<file path="src/rtl/mdt_consts.svh">
// constants for the multimode delay timer: rates, register map, fields, reset values
`ifndef MDT_CONSTS_SVH
`define MDT_CONSTS_SVH
`define MDT_CLK_HZ 100000000
`define MDT_TICK_MS 100
`define MDT_TICK_CYC (`MDT_CLK_HZ / 1000 * `MDT_TICK_MS)
`define MDT_DB_US 1000
`define MDT_DB_CYC (`MDT_CLK_HZ / 1000000 * `MDT_DB_US)
`define MDT_NUM_IN 3
`define MDT_CNT_W 13
`define MDT_CNT_ONE 13'h0001
`define MDT_ADDR_CTRL 12'h000
`define MDT_ADDR_STAT 12'h004
`define MDT_ADDR_ELAP 12'h008
`define MDT_F_MODE 2:0
`define MDT_F_RANGE 4:3
`define MDT_F_FINE 8:5
`define MDT_F_RUN 9
`define MDT_S_OUT 0
`define MDT_S_TIMING 1
`define MDT_S_DONE 2
`define MDT_S_PINS 5:3
`define MDT_E_CNT 12:0
`define MDT_RST_MODE 3'h0
`define MDT_RST_RANGE 2'h0
`define MDT_RST_FINE 4'ha
`define MDT_RST_RUN 1'h1
`define MDT_FINE_MIN 4'h1
`define MDT_FINE_MAX 4'ha
`define MDT_MULT_R0 10'h001
`define MDT_MULT_R1 10'h00a
`define MDT_MULT_R2 10'h03c
`define MDT_MULT_R3 10'h258
`endif

</file>
<file path="src/rtl/mdt_pkg.sv">
// types shared by the multimode delay timer
package mdt_pkg;
  typedef enum logic [2:0] {
    MD_ON_DELAY,
    MD_OFF_DELAY,
    MD_INTEGRATE,
    MD_ONE_SHOT,
    MD_PULSE_OFF
  } mdt_mode_t;
  typedef enum logic [1:0] {
    ST_IDLE,
    ST_TIMING,
    ST_DONE
  } mdt_state_t;
  typedef struct packed {
    logic run;
    logic [3:0] fine;
    logic [1:0] range;
    logic [2:0] mode;
  } mdt_cfg_t;
  typedef struct packed {
    logic start;
    logic clr;
    logic gate;
  } mdt_pins_t;
endpackage

</file>
<file path="src/rtl/mdt_debounce.sv">
// two-flop synchroniser and contact debouncer for one input line
`timescale 1ns/1ns
`default_nettype none
`include "mdt_consts.svh"
module mdt_debounce #(
  parameter int STABLE_CYC = `MDT_DB_CYC
) (
  input wire logic clk,
  input wire logic rst_n,
  input wire logic din,
  output logic dout
);
  localparam int CW = $clog2(STABLE_CYC + 1);
  logic meta_ff;
  logic sync_ff;
  logic dout_ff;
  logic [CW-1:0] cnt_ff;

  always_ff @(posedge clk or negedge rst_n) begin
    if (!rst_n) begin
      meta_ff <= 1'b0;
      sync_ff <= 1'b0;
    end else begin
      meta_ff <= din;
      sync_ff <= meta_ff;
    end
  end

  // new level taken only after it stood stable for the full window
  always_ff @(posedge clk or negedge rst_n) begin
    if (!rst_n) begin
      cnt_ff <= '0;
      dout_ff <= 1'b0;
    end else if (sync_ff == dout_ff) begin
      cnt_ff <= '0;
    end else if (cnt_ff == CW'(STABLE_CYC - 1)) begin
      cnt_ff <= '0;
      dout_ff <= sync_ff;
    end else begin
      cnt_ff <= cnt_ff + CW'(1);
    end
  end

  assign dout = dout_ff;
endmodule // mdt_debounce
`default_nettype wire

</file>
<file path="src/rtl/mdt_prescale.sv">
// base tick divider: one-cycle enable pulse every DIV enabled cycles
`timescale 1ns/1ns
`default_nettype none
`include "mdt_consts.svh"
module mdt_prescale #(
  parameter int DIV = `MDT_TICK_CYC
) (
  input wire logic clk,
  input wire logic rst_n,
  input wire logic clr,
  input wire logic en,
  output logic tick
);
  localparam int CW = $clog2(DIV + 1);
  logic [CW-1:0] div_ff;

  // pauses with en so gated intervals add up exactly
  always_ff @(posedge clk or negedge rst_n) begin
    if (!rst_n) begin
      div_ff <= '0;
    end else if (clr) begin
      div_ff <= '0;
    end else if (en) begin
      if (div_ff == CW'(DIV - 1)) begin
        div_ff <= '0;
      end else begin
        div_ff <= div_ff + CW'(1);
      end
    end
  end

  assign tick = en && !clr && (div_ff == CW'(DIV - 1));
endmodule // mdt_prescale
`default_nettype wire

</file>
<file path="src/rtl/mdt_timer.sv">
// multimode delay timer top: apb registers, input conditioning, timing core
//
// The APB register port and the address map were left to the implementer.
`timescale 1ns/1ns
`default_nettype none
`include "mdt_consts.svh"
module mdt_timer
  import mdt_pkg::*;
#(
  parameter int TICK_CYC = `MDT_TICK_CYC,
  parameter int DB_CYC = `MDT_DB_CYC
) (
  input wire logic CLK,
  input wire logic RESET_N,
  input wire logic PSEL,
  input wire logic PENABLE,
  input wire logic PWRITE,
  input wire logic [11:0] PADDR,
  input wire logic [31:0] PWDATA,
  output logic [31:0] PRDATA,
  output logic PREADY,
  output logic PSLVERR,
  input wire logic START_IN,
  input wire logic EXT_RESET_IN,
  input wire logic GATE_IN,
  output logic LOAD_OUT
);
  logic [`MDT_NUM_IN-1:0] raw_v;
  logic [`MDT_NUM_IN-1:0] clean_v;
  mdt_pins_t pins;
  mdt_cfg_t cfg_ff;
  mdt_mode_t mode;
  mdt_state_t state_ff;
  mdt_state_t nxt_state;
  logic [`MDT_CNT_W-1:0] cnt_ff;
  logic [`MDT_CNT_W-1:0] nxt_cnt;
  logic [`MDT_CNT_W-1:0] tgt;
  logic out_ff;
  logic nxt_out;
  logic pready_ff;
  logic pslverr_ff;
  logic [31:0] prdata_ff;
  logic [31:0] rd_data;
  logic rd_hit;
  logic acc;
  logic wr_go;
  logic cfg_wr;
  logic restart_ff;
  logic restart;
  logic start_q_ff;
  logic start_rise;
  logic tick;
  logic cnt_en;
  logic cnt_clr;
  logic at_end;
  logic is_level;
  logic [3:0] fine_c;
  logic [9:0] mult;
  logic [13:0] prod;

  // input conditioning, one debouncer per contact line
  assign raw_v = {START_IN, EXT_RESET_IN, GATE_IN};
  genvar gi;
  generate
    for (gi = 0; gi < `MDT_NUM_IN; gi++) begin : g_in
      mdt_debounce #(
        .STABLE_CYC(DB_CYC)
      ) u_db (
        .clk(CLK),
        .rst_n(RESET_N),
        .din(raw_v[gi]),
        .dout(clean_v[gi])
      );
    end
  endgenerate
  assign pins = mdt_pins_t'(clean_v);

  // apb slave: one wait state, answer registered
  assign acc = PSEL && PENABLE;
  assign wr_go = acc && pready_ff && PWRITE;
  assign cfg_wr = wr_go && (PADDR == `MDT_ADDR_CTRL);

  always_comb begin
    rd_data = 32'h0;
    rd_hit = 1'b1;
    case (PADDR)
      `MDT_ADDR_CTRL: begin
        rd_data[`MDT_F_MODE] = cfg_ff.mode;
        rd_data[`MDT_F_RANGE] = cfg_ff.range;
        rd_data[`MDT_F_FINE] = cfg_ff.fine;
        rd_data[`MDT_F_RUN] = cfg_ff.run;
      end
      `MDT_ADDR_STAT: begin
        rd_data[`MDT_S_OUT] = out_ff;
        rd_data[`MDT_S_TIMING] = (state_ff == ST_TIMING);
        rd_data[`MDT_S_DONE] = (state_ff == ST_DONE);
        rd_data[`MDT_S_PINS] = clean_v;
      end
      `MDT_ADDR_ELAP: begin
        rd_data[`MDT_E_CNT] = cnt_ff;
      end
      default: begin
        rd_hit = 1'b0;
      end
    endcase
  end

  always_ff @(posedge CLK or negedge RESET_N) begin
    if (!RESET_N) begin
      pready_ff <= 1'b0;
    end else begin
      pready_ff <= acc && !pready_ff;
    end
  end

  always_ff @(posedge CLK or negedge RESET_N) begin
    if (!RESET_N) begin
      prdata_ff <= 32'h0;
      pslverr_ff <= 1'b0;
    end else if (acc && !pready_ff) begin
      prdata_ff <= PWRITE ? 32'h0 : rd_data;
      pslverr_ff <= !rd_hit || (PWRITE && (PADDR != `MDT_ADDR_CTRL));
    end
  end

  // configuration; a write restarts timing as a power cycle would
  always_ff @(posedge CLK or negedge RESET_N) begin
    if (!RESET_N) begin
      cfg_ff.mode <= `MDT_RST_MODE;
      cfg_ff.range <= `MDT_RST_RANGE;
      cfg_ff.fine <= `MDT_RST_FINE;
      cfg_ff.run <= `MDT_RST_RUN;
    end else if (cfg_wr) begin
      cfg_ff.mode <= PWDATA[`MDT_F_MODE];
      cfg_ff.range <= PWDATA[`MDT_F_RANGE];
      cfg_ff.fine <= PWDATA[`MDT_F_FINE];
      cfg_ff.run <= PWDATA[`MDT_F_RUN];
    end
  end

  always_ff @(posedge CLK or negedge RESET_N) begin
    if (!RESET_N) begin
      restart_ff <= 1'b0;
    end else begin
      restart_ff <= cfg_wr;
    end
  end
  assign restart = restart_ff || !cfg_ff.run;

  // set time in base ticks: fine step times range multiplier (1, 10, 60 or 600)
  always_comb begin
    fine_c = cfg_ff.fine;
    if (fine_c < `MDT_FINE_MIN) begin
      fine_c = `MDT_FINE_MIN;
    end
    if (fine_c > `MDT_FINE_MAX) begin
      fine_c = `MDT_FINE_MAX;
    end
    case (cfg_ff.range)
      2'h0: mult = `MDT_MULT_R0;
      2'h1: mult = `MDT_MULT_R1;
      2'h2: mult = `MDT_MULT_R2;
      default: mult = `MDT_MULT_R3;
    endcase
    prod = {10'h0, fine_c} * {4'h0, mult};
    tgt = prod[`MDT_CNT_W-1:0];
  end

  assign mode = mdt_mode_t'(cfg_ff.mode);
  assign is_level = !((mode == MD_ONE_SHOT) || (mode == MD_PULSE_OFF));
  assign at_end = ({1'b0, cnt_ff} + 14'h1) >= {1'b0, tgt};

  // start edge for the pulse modes
  always_ff @(posedge CLK or negedge RESET_N) begin
    if (!RESET_N) begin
      start_q_ff <= 1'b0;
    end else begin
      start_q_ff <= pins.start;
    end
  end
  assign start_rise = pins.start && !start_q_ff;

  mdt_prescale #(
    .DIV(TICK_CYC)
  ) u_tick (
    .clk(CLK),
    .rst_n(RESET_N),
    .clr(cnt_clr),
    .en(cnt_en),
    .tick(tick)
  );

  // timing core
  always_comb begin
    nxt_state = state_ff;
    nxt_cnt = cnt_ff;
    nxt_out = out_ff;
    cnt_en = 1'b0;
    cnt_clr = 1'b0;
    if (restart) begin
      nxt_state = is_level ? ST_TIMING : ST_IDLE;
      nxt_cnt = '0;
      nxt_out = 1'b0;
      cnt_clr = 1'b1;
    end else begin
      case (mode)
        MD_ONE_SHOT: begin
          if (start_rise) begin
            nxt_state = ST_TIMING;
            nxt_cnt = '0;
            nxt_out = 1'b1;
            cnt_clr = 1'b1;
          end else if ((state_ff == ST_TIMING) && pins.clr && !pins.start) begin
            nxt_state = ST_IDLE;
            nxt_cnt = '0;
            nxt_out = 1'b0;
            cnt_clr = 1'b1;
          end else if (state_ff == ST_TIMING) begin
            cnt_en = 1'b1;
          end
        end
        MD_PULSE_OFF: begin
          if (start_rise) begin
            nxt_state = ST_TIMING;
            nxt_cnt = '0;
            nxt_out = 1'b1;
            cnt_clr = 1'b1;
          end else if ((state_ff == ST_TIMING) && pins.clr) begin
            nxt_cnt = '0;
            cnt_clr = 1'b1;
          end else if (state_ff == ST_TIMING) begin
            cnt_en = 1'b1;
          end
        end
        default: begin
          if (pins.clr) begin
            nxt_state = ST_TIMING;
            nxt_cnt = '0;
            nxt_out = 1'b0;
            cnt_clr = 1'b1;
          end else if (state_ff == ST_TIMING) begin
            cnt_en = (mode != MD_INTEGRATE) || pins.gate;
          end
        end
      endcase
      if (cnt_en && tick) begin
        if (at_end) begin
          nxt_cnt = tgt;
          if (is_level) begin
            nxt_state = ST_DONE;
            nxt_out = 1'b1;
          end else begin
            nxt_state = ST_IDLE;
            nxt_out = 1'b0;
          end
        end else begin
          nxt_cnt = cnt_ff + `MDT_CNT_ONE;
        end
      end
    end
  end

  always_ff @(posedge CLK or negedge RESET_N) begin
    if (!RESET_N) begin
      state_ff <= ST_TIMING;
      cnt_ff <= '0;
    end else begin
      state_ff <= nxt_state;
      cnt_ff <= nxt_cnt;
    end
  end

  always_ff @(posedge CLK or negedge RESET_N) begin
    if (!RESET_N) begin
      out_ff <= 1'b0;
    end else begin
      out_ff <= nxt_out;
    end
  end

  assign LOAD_OUT = out_ff;
  assign PREADY = pready_ff;
  assign PRDATA = prdata_ff;
  assign PSLVERR = pslverr_ff;
endmodule // mdt_timer
`default_nettype wire

</file>
<file path="config.mk">
export PLATFORM = sky130hd
export DESIGN_NAME = mdt_timer
export DESIGN_NICKNAME = d
export VERILOG_FILES = /design/src/rtl/mdt_pkg.sv /design/src/rtl/mdt_debounce.sv /design/src/rtl/mdt_prescale.sv /design/src/rtl/mdt_timer.sv
export VERILOG_INCLUDE_DIRS = /design/src /design/src/rtl
export SDC_FILE = /design/constraint.sdc
export NUM_CORES = 1
export LEC_CHECK = 0
export ABC_AREA = 0
export BUFFER_PORTS_ARGS = -buffer_cell sky130_fd_sc_hd__clkbuf_2
export CORE_ASPECT_RATIO = 1.1
export CORE_MARGIN = 5
export CORE_UTILIZATION = 45
export DETAILED_ROUTE_END_ITERATION = 10
export PLACE_DENSITY = 0.71
export SYNTH_ARGS = -nofsm -noshare
export SYNTH_HDL_FRONTEND = slang
export SYNTH_SLANG_ARGS = --single-unit
</file>
<file path="constraint.sdc">
create_clock -name CLK -period 6.4 [get_ports CLK]
set_clock_uncertainty 0.15 [all_clocks]
set_input_delay 1.28 -clock CLK [delete_from_list [all_inputs] [get_ports CLK]]
set_output_delay 1.28 -clock CLK [all_outputs]
set_load 0.02 [all_outputs]
</file>
==> results.json <==
{
  "io_buffers": 45,
  "finalCritPeriodShare_pct": 92.5,
  "synthCells": 870,
  "cp.required_ns": 6.55,
  "rsz0062_at_grt": "no",
  "swShare_pct": 22.2,
  "synth_ff_type": "dfrtp_1",
  "grt_max_degree": 74,
  "powerDensity_mw_per_mm2": 211,
  "worstSetupEndpointType": "register",
  "first_global_vias": 6379,
  "final_util_pct": 52.1,
  "drt_iter0_markers": 448,
  "setup_violations": 0,
  "path_class": "register to register",
  "run_status": "complete, no violations",
  "start_kind": "register",
  "ys_seq_elements": 127,
  "holdWs_ns": 0.202,
  "max_freq_mhz": 169,
  "finalWorstSetupSlack_ns": 0.483,
  "synth_edf_count": 0,
  "synth_top_area_cell": "dfrtp_1",
  "die_y_um": 149,
  "dp.cells": 1129,
  "drc": 0,
  "power_mw": 1.88,
  "antenna_found_initial": 0,
  "intPower_mw": 1.46,
  "first_pass_iters": 6,
  "ios": 87,
  "dieWidth_um": 136,
  "clockBufferDepth": 2,
  "root_buffer": "clkbuf_16",
  "num_rows": 50,
  "async_flop_share_pct": 100,
  "start_util_pct": 46.1,
  "cts_tree": "yes",
  "power_leakage_nw": 3.93,
  "stdcell_area_mm2": 0.00893,
  "grt_usage_pct": 18.0,
  "clk_latency_ns": 0.41,
  "cp_max_fo": 12,
  "tns_ns": 0,
  "core_mm2": 0.0171,
  "synth_most_common_cell": "dfrtp_1",
  "power_frac_seq_pct": 43.5,
  "hold_class": "register to register",
  "final_layout_size_suffix_gt1_share_pct": 12.2,
  "p_clk_share_pct": 53.5,
  "wl_mm": 17.3,
  "synth_seq_area_share_pct": 40.2,
  "synthesis.area_mm2": 0.00791,
  "area_growth_syn_to_layout_pct": 12.9,
  "ir_drop_mv": 0.169,
  "r2r_setup_slack_ns": 0.48,
  "instances_no_fill": 1161,
  "yosysWarnings": 0,
  "cp_data_arrival_time_ns": 6.07,
  "postRouteAntennaNets": 0,
  "yosys-top-cells-count": "123 x dfrtp_1, 100 x nand2_1, 94 x nor2_1",
  "placed_cell_area_mm2": 0.00831,
  "period_needed_ns": 5.92,
  "cts_made_buffers": 17,
  "grt_remaining_overflow": 0,
  "antenna_cells": 0,
  "clkSlewWorstSetupHoldPaths_ns": 0.06,
  "final_hold_viol_count": 0,
  "slew_violations": 0,
  "vias": 6319,
  "synth_largest_type_area_fraction_pct": 38.9,
  "dpl.hpwl_mm": 12.3,
  "relSlewSlack_pct": 29.6,
  "dieArea_mm2": 0.0203,
  "post_drt_via_cell_ratio": 5.44,
  "grt_first_pass_wirelength_mm": 30.0,
  "wire_per_inst_um": 14.9,
  "nNetsFinal": 1010,
  "synth.distinct_cells": 72,
  "avgSynthCellArea_um2": 9.09,
  "drv_cap": 0,
  "post_cts.repair.setup_buffers": 0,
  "pre_cts_slack_ns": 0.400,
  "tightestPinTransition_ns": 1.05,
  "htree_levels": 4,
  "net-switching-power_mw": 0.417,
  "finalWeightedCongestion": 0.853,
  "combPwrFrac_pct": 3.1,
  "cts_sinks": 127,
  "synth_area_leaders": "dfrtp_1 39%, ha_1 5.2%, nand2_1 4.7%"
}
final cells by class:
class                   instances  area (um2)
fillers                      1601        8210
multi-input cells             669        4370
flip-flops and latches        127        3180
clock buffers                  21         460
repair buffers                 52         293
well taps                     234         293
inverters                      47         176
clock inverters                11         153
repair_timing:
action / CTS / global route
hold buffers: 0 / 0
endpoints found under the setup margin: 0 / 4
resized for setup: 0 / 1
flip-flops by register name, summed over array words and instances (netlist names):
register / count
LOAD_OUT: 1
PRDATA: 13
PREADY: 1
PSLVERR: 1
cfg_ff: 7
cnt_ff: 13
g_in.u_db.cnt_ff: 51
g_in.u_db.dout: 3
g_in.u_db.meta_ff: 3
g_in.u_db.sync_ff: 3
mode: 3
restart_ff: 1
start_q_ff: 1
state_ff: 2
u_tick.div_ff: 24
cell families after synthesis:
logic type	after synthesis	synth area share, %
xor gates and xnor gates	66	7.31
DFF	127	40.2
and+or+nand+nor	374	23.6
AOI/OAI and AO/OA	141	12.0
muxes	25	3.40
adders and majority gates	44	8.01
buffers and inverters	92	5.44
other	1	0.0474
path summary, 6_finish.rpt:
check / startpoint / endpoint / cells past startpoint
worst min-delay path: g_in[0].u_db.meta_ff / g_in[0].u_db.sync_ff / 0
worst max register to register: cfg_ff[8] / cnt_ff[12] / 21
max in group asynchronous: RESET_N / LOAD_OUT / 2
min in group asynchronous: RESET_N / g_in[0].u_db.cnt_ff[12] / 1
worst min register to register: g_in[0].u_db.meta_ff / g_in[0].u_db.sync_ff / 0
worst max-delay path: cfg_ff[8] / cnt_ff[12] / 21
worst max-delay path, stage by stage, from the launching register on:
cell and delay [ns]:
dfstp_2 0.63, a21o_1 0.17, nand2_1 0.07, or2_2 0.32, fa_1 0.55, inv_1 0.06, fa_1 0.49, ha_1 0.31
a21oi_1 0.20, o211ai_1 0.19, o2111ai_1 0.28, mux2i_1 0.11, a2111oi_1 0.40, buf_4 0.18, ha_1 0.23, a21o_1 0.18
a21oi_1 0.17, o21ai_0 0.14, a211oi_2 0.27, buf_4 0.20, mux2_2 0.32, a22o_1 0.18
layout by cell type, fill, tap and decap left out, drive strengths merged, types with 26 or more instances in the layout:
cell / Yosys / final
xnor2: 26 / 26
nor2: 94 / 94
inv: 47 / 50
o21ai: 35 / 35
ha: 33 / 33
nand3: 45 / 45
nand2: 101 / 101
clkbuf: 19 / 65
dfrtp: 123 / 123
xor2: 40 / 40
a21oi: 30 / 30
power by group through the flow:
| stage | Sequential (mW) | Combinational [mW] | Clock [mW] |
|---|---|---|---|
| 3_3_place_gp | 0.831 | 0.0586 | 0 |
| 3_5_place_dp | 0.831 | 0.0589 | 0 |
| 5_1_grt | 0.818 | 0.0666 | 1.06 |
| 6_report | 0.817 | 0.0575 | 1.01 |
| 2_1_floorplan | 0.832 | 0.0359 | 0 |
| 4_1_cts | 0.817 | 0.0590 | 1.02 |
routing by layer:
metal  up-vias  GRT usage [%]  routed length, um
met1      3045           23.3               7780
met5         -              0                  0
met3        23           3.34                639
li1       3106              -                  -
met4         0           5.65                250
met2       145           30.6               8590
Note: power is estimated with default switching activity, not from simulation.
